--- src/hdl/sar_pkg.sv ---
// Constants and types shared by the shared-address register select block
package sar_pkg;

  // Bus geometry
  localparam int SAR_ADDR_W     = 14;  // APB byte address width
  localparam int SAR_IDX_W      = 12;  // Register index width
  localparam int SAR_DATA_W     = 32;  // APB data width
  localparam int SAR_REG_W      = 8;   // Width of every register
  localparam int SAR_NUM_SHARED = 9;   // Number of shared addresses

  // Register indices; byte address is four times the index
  localparam logic [11:0] SAR_IDX_OSC_REFO  = 12'hfd3;  // oscillator_control / reference_clock_output_control
  localparam logic [11:0] SAR_IDX_T1H_ODA   = 12'hfcf;  // timer1_count_high / open_drain_config_a
  localparam logic [11:0] SAR_IDX_T1L_ODB   = 12'hfce;  // timer1_count_low / open_drain_config_b
  localparam logic [11:0] SAR_IDX_T1C_ODC   = 12'hfcd;  // timer1_control / open_drain_config_c
  localparam logic [11:0] SAR_IDX_T2_PAD    = 12'hfcc;  // timer2_count / pad_config
  localparam logic [11:0] SAR_IDX_PR2_MEM   = 12'hfcb;  // timer2_period / external_memory_config
  localparam logic [11:0] SAR_IDX_AC0_APH   = 12'hfc2;  // analog_control_zero / analog_pin_config_high
  localparam logic [11:0] SAR_IDX_AC1_APL   = 12'hfc1;  // analog_control_one / analog_pin_config_low
  localparam logic [11:0] SAR_IDX_PR4_CVR   = 12'hf77;  // timer4_period / comparator_ref_control
  localparam logic [11:0] SAR_IDX_CTRL      = 12'hfc0;  // watchdog_regulator_control
  localparam logic [11:0] SAR_IDX_SERIAL    = 12'hfc8;  // serial_slave_address / mask
  localparam logic [11:0] SAR_IDX_PAR_HI    = 12'hf69;  // parallel_port_address_pair high byte
  localparam logic [11:0] SAR_IDX_PAR_LO    = 12'hf68;  // parallel_port_address_pair low byte

  // Shared index table, one entry per slot
  localparam logic [11:0] SAR_SHARED_IDX [SAR_NUM_SHARED] = '{
    SAR_IDX_OSC_REFO, SAR_IDX_T1H_ODA, SAR_IDX_T1L_ODB, SAR_IDX_T1C_ODC, SAR_IDX_T2_PAD,
    SAR_IDX_PR2_MEM, SAR_IDX_AC0_APH, SAR_IDX_AC1_APL, SAR_IDX_PR4_CVR};
  localparam int SAR_SLOT_MEM = 5;  // Slot whose alternate is the memory config

  // Control register field positions
  localparam int SAR_BIT_REG_LP = 7;  // regulator_low_power_enable
  localparam int SAR_BIT_SUPPLY = 6;  // core_supply_ok_status
  localparam int SAR_BIT_ALT    = 4;  // alt_register_select
  localparam int SAR_BIT_WDT    = 0;  // soft_watchdog_enable

  // Reset values
  localparam logic [7:0] SAR_REG_RST  = 8'h00;  // Shared and mode registers
  localparam logic       SAR_CTRL_RST = 1'b0;   // Control register writable bits

  // APB slave phase
  typedef enum logic [1:0] {
    SAR_IDLE   = 2'b00,
    SAR_ACCESS = 2'b01
  } sar_state_t;

  // Writable control bits as one carrier
  typedef struct packed {
    logic reg_lp;   // Regulator low-power enable
    logic alt_sel;  // Alternate register select
    logic wdt_en;   // Software watchdog enable
  } sar_ctrl_t;

endpackage : sar_pkg

--- src/hdl/sar_top.sv ---
// APB register bank that routes shared addresses to default or alternate registers
`timescale 1ns/10ps
`default_nettype none

// Summary of operation
// Select bit one reaches alternate, zero default
// Select bit changes only by software write
// Select, low-power, watchdog bits reset to zero
// Each shared address reaches exactly one register
// Nine shared addresses with default/alternate pairs
// Memory config alternate exists only on large variant
// Serial mode picks slave address or mask
// Parallel address and out-data share one pair
// Mode-dependent pairs ignore the select bit
// Software checks select bit before shared writes
// Control bits 5 and 3-1 read zero
// Bit 6 shows synchronised core supply status
// Bits 7 and 0 drive regulator and watchdog
module sar_top #(
  parameter bit HAS_EXT_MEM = 1'b1  // Larger-package variant with memory config
) (
  input  wire logic                                ref_clk,
  input  wire logic                                reset,
  input  wire logic                                psel,
  input  wire logic                                penable,
  input  wire logic                                pwrite,
  input  wire logic [sar_pkg::SAR_ADDR_W-1:0]      paddr,
  input  wire logic [sar_pkg::SAR_DATA_W-1:0]      pwdata,
  output var  logic [sar_pkg::SAR_DATA_W-1:0]      prdata,
  output var  logic                                pready,
  output var  logic                                pslverr,
  input  wire logic                                core_supply_ok,
  input  wire logic                                serial_mask_mode,
  input  wire logic                                parallel_slave_mode,
  output var  logic                                regulator_low_power_enable,
  output var  logic                                soft_watchdog_enable,
  output var  logic                                alt_register_select,
  output var  logic [8*sar_pkg::SAR_NUM_SHARED-1:0] default_regs,
  output var  logic [8*sar_pkg::SAR_NUM_SHARED-1:0] alternate_regs,
  output var  logic [7:0]                          serial_slave_address,
  output var  logic [7:0]                          serial_slave_address_mask,
  output var  logic [15:0]                         parallel_port_address_pair
);

  // Bus phase and answer flops
  sar_pkg::sar_state_t state_q;        // APB slave phase
  sar_pkg::sar_ctrl_t  ctrl_q;         // Writable control bits
  logic [31:0]         prdata_q;       // Read data for access phase
  logic                pready_q;       // Access phase ready
  logic                pslverr_q;      // Unmapped address answer
  logic                supply_meta_q;  // Supply status first stage
  logic                supply_sync_q;  // Supply status second stage

  // Register storage
  logic [7:0] def_q [sar_pkg::SAR_NUM_SHARED];  // Default registers
  logic [7:0] alt_q [sar_pkg::SAR_NUM_SHARED];  // Alternate registers
  logic [7:0] ser_addr_q;                       // Serial slave address
  logic [7:0] ser_mask_q;                       // Serial slave address mask
  logic [15:0] par_pair_q;                      // Parallel port pair

  // Decode results
  logic [11:0]                       idx;        // Register index
  logic                              aligned;    // Word-aligned address
  logic [sar_pkg::SAR_NUM_SHARED-1:0] hit_sh;    // Shared slot hit
  logic                              hit_ctrl;   // Control register hit
  logic                              hit_ser;    // Serial register hit
  logic                              hit_phi;    // Parallel high byte hit
  logic                              hit_plo;    // Parallel low byte hit
  logic                              mapped;     // Any register hit
  logic [7:0]                        rd_byte;    // Selected read byte
  logic                              wr_go;      // Write takes effect
  logic [7:0]                        wbyte;      // Written byte

  // Index is the byte address divided by four
  // A byte address with low bits set matches nothing and is refused
  assign idx     = paddr[sar_pkg::SAR_ADDR_W-1:2];
  assign aligned = (paddr[1:0] == 2'h0);
  assign wbyte   = pwdata[7:0];
  assign wr_go   = pready_q & psel & penable & pwrite & mapped;

  // Shared slot comparators, one per slot
  for (genvar g = 0; g < sar_pkg::SAR_NUM_SHARED; g++) begin : g_hit
    assign hit_sh[g] = aligned & (idx == sar_pkg::SAR_SHARED_IDX[g]);
  end

  // Other register comparators
  always_comb begin
    hit_ctrl = aligned & (idx == sar_pkg::SAR_IDX_CTRL);
    hit_ser  = aligned & (idx == sar_pkg::SAR_IDX_SERIAL);
    hit_phi  = aligned & (idx == sar_pkg::SAR_IDX_PAR_HI);
    hit_plo  = aligned & (idx == sar_pkg::SAR_IDX_PAR_LO);
    mapped   = (|hit_sh) | hit_ctrl | hit_ser | hit_phi | hit_plo;
  end

  // Read multiplexer
  // Exactly one source is chosen per index; unmapped indices read zero
  // Mode-dependent pairs never look at the select bit; only the serial pair looks at its peripheral mode
  always_comb begin
    rd_byte = 8'h00;
    for (int i = 0; i < sar_pkg::SAR_NUM_SHARED; i++) begin
      if (hit_sh[i]) begin
        // Only the selected member of the pair is visible
        rd_byte = ctrl_q.alt_sel ? alt_q[i] : def_q[i];  // see R01
      end
    end
    if (hit_ctrl) begin
      // Reserved bits stay zero
      rd_byte                         = 8'h00;
      rd_byte[sar_pkg::SAR_BIT_REG_LP] = ctrl_q.reg_lp;
      rd_byte[sar_pkg::SAR_BIT_SUPPLY] = supply_sync_q;
      rd_byte[sar_pkg::SAR_BIT_ALT]    = ctrl_q.alt_sel;
      rd_byte[sar_pkg::SAR_BIT_WDT]    = ctrl_q.wdt_en;
    end
    if (hit_ser) begin
      // Serial mode, not the select bit, picks the register
      rd_byte = serial_mask_mode ? ser_mask_q : ser_addr_q;  // see R07
    end
    if (hit_phi) begin
      rd_byte = par_pair_q[15:8];  // see R08
    end
    if (hit_plo) begin
      rd_byte = par_pair_q[7:0];  // see R08
    end
  end

  // APB phase tracking and answer
  // The answer is prepared at the setup edge so ready, data and error all leave flops
  // Costs no speed: every transfer completes in a single access cycle
  // Read data therefore reflect the select bit and serial mode as they stood at setup
  always_ff @(posedge ref_clk or posedge reset) begin
    if (reset) begin
      state_q   <= sar_pkg::SAR_IDLE;
      pready_q  <= 1'b0;
      pslverr_q <= 1'b0;
      prdata_q  <= 32'h0000_0000;
    end else begin
      case (state_q)
        sar_pkg::SAR_IDLE: begin
          if (psel && !penable) begin
            // Setup phase: prepare answer for next cycle
            state_q   <= sar_pkg::SAR_ACCESS;
            pready_q  <= 1'b1;
            pslverr_q <= !mapped;
            prdata_q  <= (!pwrite && mapped) ? {24'h00_0000, rd_byte} : 32'h0000_0000;
          end
        end
        sar_pkg::SAR_ACCESS: begin
          // One access cycle, then release
          state_q   <= sar_pkg::SAR_IDLE;
          pready_q  <= 1'b0;
          pslverr_q <= 1'b0;
          prdata_q  <= 32'h0000_0000;
        end
        default: begin
          state_q  <= sar_pkg::SAR_IDLE;
          pready_q <= 1'b0;
        end
      endcase
    end
  end

  assign prdata  = prdata_q;
  assign pready  = pready_q;
  assign pslverr = pslverr_q;

  // Core supply status synchroniser
  // The supply monitor is not on ref_clk; two stages keep metastability out of reads
  // Only the second stage feeds the read multiplexer
  always_ff @(posedge ref_clk or posedge reset) begin
    if (reset) begin
      supply_meta_q <= 1'b0;
      supply_sync_q <= 1'b0;
    end else begin
      supply_meta_q <= core_supply_ok;
      supply_sync_q <= supply_meta_q;
    end
  end

  // Control register; only software writes change it
  // Hardware never touches these bits, so an access can never flip the select
  always_ff @(posedge ref_clk or posedge reset) begin
    if (reset) begin
      ctrl_q <= '{default: sar_pkg::SAR_CTRL_RST};
    end else if (wr_go && hit_ctrl) begin
      ctrl_q.reg_lp  <= wbyte[sar_pkg::SAR_BIT_REG_LP];
      ctrl_q.alt_sel <= wbyte[sar_pkg::SAR_BIT_ALT];
      ctrl_q.wdt_en  <= wbyte[sar_pkg::SAR_BIT_WDT];
    end
  end

  assign regulator_low_power_enable = ctrl_q.reg_lp;
  assign soft_watchdog_enable       = ctrl_q.wdt_en;
  assign alt_register_select        = ctrl_q.alt_sel;

  // Shared register pairs, one per slot
  // The select bit gates each write enable, so one write never reaches both members
  // A missing alternate keeps its reset value and reads as zero
  for (genvar g = 0; g < sar_pkg::SAR_NUM_SHARED; g++) begin : g_pair
    localparam bit ALT_PRESENT = (g != sar_pkg::SAR_SLOT_MEM) || HAS_EXT_MEM;

    // Default member takes writes while select is low
    always_ff @(posedge ref_clk or posedge reset) begin
      if (reset) begin
        def_q[g] <= sar_pkg::SAR_REG_RST;
      end else if (wr_go && hit_sh[g] && !ctrl_q.alt_sel) begin
        def_q[g] <= wbyte;  // see R01
      end
    end

    // Alternate member takes writes while select is high
    always_ff @(posedge ref_clk or posedge reset) begin
      if (reset) begin
        alt_q[g] <= sar_pkg::SAR_REG_RST;
      end else if (ALT_PRESENT && wr_go && hit_sh[g] && ctrl_q.alt_sel) begin
        alt_q[g] <= wbyte;  // see R01 see R04
      end
    end

    assign default_regs[8*g+:8]   = def_q[g];
    assign alternate_regs[8*g+:8] = alt_q[g];

  end

  // Serial address and mask share one index
  always_ff @(posedge ref_clk or posedge reset) begin
    if (reset) begin
      ser_addr_q <= sar_pkg::SAR_REG_RST;
      ser_mask_q <= sar_pkg::SAR_REG_RST;
    end else if (wr_go && hit_ser) begin
      if (serial_mask_mode) begin
        ser_mask_q <= wbyte;  // see R07
      end else begin
        ser_addr_q <= wbyte;  // see R07
      end
    end
  end

  assign serial_slave_address      = ser_addr_q;
  assign serial_slave_address_mask = ser_mask_q;

  // Parallel pair: one physical register for both roles
  // The parallel port mode only renames the pair, so it plays no part in the decode
  always_ff @(posedge ref_clk or posedge reset) begin
    if (reset) begin
      par_pair_q <= {sar_pkg::SAR_REG_RST, sar_pkg::SAR_REG_RST};
    end else if (wr_go && hit_phi) begin
      par_pair_q[15:8] <= wbyte;
    end else if (wr_go && hit_plo) begin
      par_pair_q[7:0] <= wbyte;
    end
  end

  assign parallel_port_address_pair = par_pair_q;
endmodule : sar_top

`default_nettype wire

--- config.mk ---
export PLATFORM = sky130hd
export DESIGN_NAME = sar_top
export DESIGN_NICKNAME = d
export VERILOG_FILES = /design/src/hdl/sar_pkg.sv /design/src/hdl/sar_top.sv
export SDC_FILE = /design/constraint.sdc
export NUM_CORES = 1
export LEC_CHECK = 0
export ABC_AREA = 1
export CORE_ASPECT_RATIO = 1.2
export CORE_MARGIN = 10
export CORE_UTILIZATION = 50
export CTS_CLUSTER_DIAMETER = 120
export DETAILED_ROUTE_END_ITERATION = 6
export DONT_BUFFER_PORTS = 1
export PLACE_DENSITY_LB_ADDON = 0.08
export SETUP_SLACK_MARGIN = 0.5
export SLEW_MARGIN = 10
export SYNTH_ARGS = -nofsm -noshare
export SYNTH_HDL_FRONTEND = slang
export SYNTH_SLANG_ARGS = --single-unit
export TNS_END_PERCENT = 30
--- constraint.sdc ---
create_clock -name ref_clk -period 16.5 [get_ports ref_clk]
set_input_delay 3.3 -clock ref_clk [delete_from_list [all_inputs] [get_ports ref_clk]]
set_output_delay 3.3 -clock ref_clk [all_outputs]
set_load 0.03 [all_outputs]
==> summary.md <==
| Metric | Value |
|---|---|
| Outcome | `finished, final reports clean` |
| Post-Syn Instances | `1352` |
| Core area | `0.0202 mm^2` |
| Initial antenna violation count | `0` |
| DRC errors left | `0` |
| Cell variety after synth | `40` |
| CTS tree | `yes` |
| Hold/Removal Path Class | `flop to flop` |
| Die ar. | `0.0266 mm^2` |
| Final #Nets | `1379` |
| RR Endpoint | `prdata[5]` |
| Crit path max-delay family | `simple AND/OR/NAND/NOR gates` |
| Leakage power | `5.98 nW` |
| Total CTS buffers | `17` |
| Vias per cell | `5.42` |
| Starting DRT DRC Count | `665` |
| Crit-path max cell delay | `0.49 ns` |
| RSZ-0062 raised after global routing | `false` |
| Setup TNS | `0 ns` |
| Die Wd | `151 um` |
| Cell Area, Synth | `0.0102 mm^2` |
| Setup-violating endpoint count in the final report | `0` |
| Fin cells | `1603` |
| Avg Inst Size Synth | `7.57 um^2` |
| IO Port Bufs | `0` |
| Crit path required time | `16.82 ns` |
| R2R depth | `11` |
| First-pass iteration count of the detailed router | `5` |
| Final Hold Viols | `0` |
| Number of cells on the critical path | `13` |
| Cell Pwr Density | `87.4 mW/mm^2` |
| Post-Route WL | `34.0 mm` |
| Worst-path clk slew | `0.07 ns` |
| H-tree Lvls | `4` |
| Hold endpoint | `supply_sync_q` |
| Starting density of the core | `0.507` |
| Inst Count DP | `1571` |
| Final Skew | `0.0129 ns` |
| First-pass GRT wire length | `51.5 mm` |
| Num rows | `57` |
| Post-CTS Setup Bufs | `0` |
| Setup crit start kind | `input port` |
| CTS Buffer Depth | `2` |
| Slew @ Worst Pin | `1.02 ns` |
| DR vias | `8688` |
| Vias in the first global route | `8490` |
| Maximum number of pins on one net before global-route repair | `79` |
| Ports | `267` |
| Cells along the critical path | `nand2_1 -> inv_1 -> nand2_2 -> nor2_4 -> nand2_1 -> nor2_1 -> nor4_1 -> nand3_2 -> nand2_4 -> inv_4 -> nand3_1 -> nand2_1 -> nand2_1` |
| Most frequent CP cell | `nand2_1` |
| Setup CP Type | `input port to flop` |
| Slowest cell on the critical path | `nor2_1` |
| Arr. time, crit path | `6.30 ns` |
| Routability cong. | `0.886` |
| Reg2reg start | `alt_register_select` |
| Peak Freq | `167 MHz` |
| Vert. Die Dim | `177 um` |
| Max cap viols | `0` |
| CTS sink count | `191` |
| Worst skew pair latency | `0.44 ns` |
| Warnings, synthesis | `0` |
| Tot Pwr | `0.952 mW` |
| Post-route ant nets | `0` |
| Routed WL per cell | `21.2 um` |
| Worst slew margin | `0.321` |
| Worst Path Buf+Inv | `2` |
| FF+latch count, synth | `191` |
| All-Layer GR Usage | `0.252` |
| Share of cells above drive strength 1 | `0.0859` |
| Critical path fanouts, max | `21` |
| Max IR drop VDD | `0.0615 mV` |
| Pins Over Slew Limit | `0` |
| HPWL Detailed | `24.1 mm` |
| R2R setup slack | `13.18 ns` |
| # hold bufs at CTS | `0` |
| GRT overflow | `0` |
| Area Overhead vs Synth | `6.48%` |
| Post-CTS resize count | `0` |
| Setup crit end kind | `flop` |
| Seq/Total Area, Yosys | `0.467` |
| Final period utilization | `0.363` |
| Worst Hold Margin | `0.356 ns` |
| Crit path time final | `5.98 ns` |
| N_diodes | `0` |
| Clk root buf | `clkbuf_16` |
| Worst Hold Depth | `0` |
| Hold_sp | `supply_meta_q` |
## Yosys cell counts, drive strengths merged
cell type / count / area, um^2
clkbuf: 32 / 120
nor3: 22 / 253
nand3: 63 / 455
o31ai: 2 / 15.0
or3: 1 / 6.26
buf: 42 / 293
a31oi: 5 / 31.3
nand4: 11 / 68.8
nor4: 2 / 18.8
o22ai: 1 / 6.26
nand3b: 5 / 37.5
nor2: 67 / 314
clkinv: 2 / 7.51
dfrtp: 191 / 4780
mux2i: 26 / 260
o211ai: 15 / 113
a211oi: 1 / 7.51
o21ai: 86 / 430
o21a: 2 / 15.0
o31a: 1 / 8.76
conb: 1 / 3.75
nand2: 629 / 2400
or2: 15 / 93.8
inv: 124 / 468
a21oi: 6 / 30.0
## where the power goes
group,internal [mW],total [mW],switching (mW)
Clock,0.243,0.441,0.198
Combinational,0.00462,0.0323,0.0276
Sequential,0.470,0.479,0.00832
## metal layers
metal	routed length, um	GRT usage	vias up
met5	0	0	-
met1	12800	0.297	4148
met2	16500	0.419	361
met4	716	0.0719	0
met3	3890	0.0964	47
li1	-	-	4132
## metrics by stage
stage	utilization	worst slack [ns]	cell area (um^2)
after floorplan	-	8.00	10300
after global placement	0.510	10.09	10300
after detailed placement	0.510	10.08	10300
after CTS	0.540	10.52	10900
after global routing	0.540	10.24	10900
final	0.540	10.52	10900
## cell type report
class | count | area, um^2
sequential | 191 | 4780
timing repair buffer | 5 | 37.5
fill | 1949 | 9280
inverter | 126 | 480
clock buffer | 19 | 433
multi-input combinational | 984 | 4660
tap | 265 | 332
clock inverter | 13 | 179
## worst max-delay path by stage
stage / from / end / slack, ns
CTS: paddr[12] / default_regs[34] / 10.52
global placement: paddr[12] / default_regs[33] / 10.09
floorplan: reset / alt_register_select / 8.00
global route: paddr[12] / default_regs[57] / 10.24
finish: paddr[12] / default_regs[33] / 10.52
detailed placement: paddr[12] / default_regs[36] / 10.08
## worst register-to-register path, delay by kind of cell (launching register included)
family                 cells  cell delay [ns]
AND/OR/NAND/NOR            6             0.72
AO/OA/AOI/OAI              3             0.79
flip-flops                 1             0.77
buffers and inverters      2             0.98
## state kept, by name, indices dropped and copies added (netlist names)
register / cells
alt_register_select: 1
alternate_regs: 72
default_regs: 72
parallel_port_address_pair: 16
prdata: 8
pslverr: 1
regulator_low_power_enable: 1
serial_slave_address: 8
serial_slave_address_mask: 8
soft_watchdog_enable: 1
state_q: 1
supply_meta_q: 1
supply_sync_q: 1
## logic make-up after synthesis
logic type             count (synthesis)  synth area share
AOI/OAI and AO/OA                    119            0.0642
buffers and inverters                200            0.0868
DFF                                  191             0.467
muxes                                 26            0.0254
other                                  1          0.000366
and+or+nand+nor                      815             0.356
## layout by cell type (no fill, tap or decap), types with 4 or more instances in the layout
| cell type | netlist | layout |
|---|---|---|
| nand2_1 | 619 | 619 |
| dfrtp_1 | 191 | 190 |
| inv_1 | 113 | 112 |
| o21ai_0 | 67 | 67 |
| nor2_1 | 56 | 56 |
| nand3_1 | 50 | 50 |
| mux2i_1 | 26 | 26 |
| conb_1 | 1 | 24 |
| o21ai_1 | 19 | 19 |
| clkbuf_16 | 0 | 17 |
| or2_2 | 15 | 15 |
| o211ai_1 | 15 | 15 |
| nand4_1 | 11 | 11 |
| inv_2 | 10 | 11 |
| nand3_4 | 10 | 10 |
| nor3_4 | 10 | 10 |
| nand2_2 | 7 | 7 |
| nor2_4 | 7 | 7 |
| nor3_1 | 6 | 6 |
| a21oi_1 | 6 | 6 |
| nor3_2 | 6 | 6 |
| nand3b_1 | 5 | 5 |
| a31oi_1 | 5 | 5 |
| clkinvlp_4 | 0 | 5 |
| buf_4 | 26 | 5 |
| nor2_2 | 4 | 4 |
Note: power is estimated with default switching activity, not from simulation.
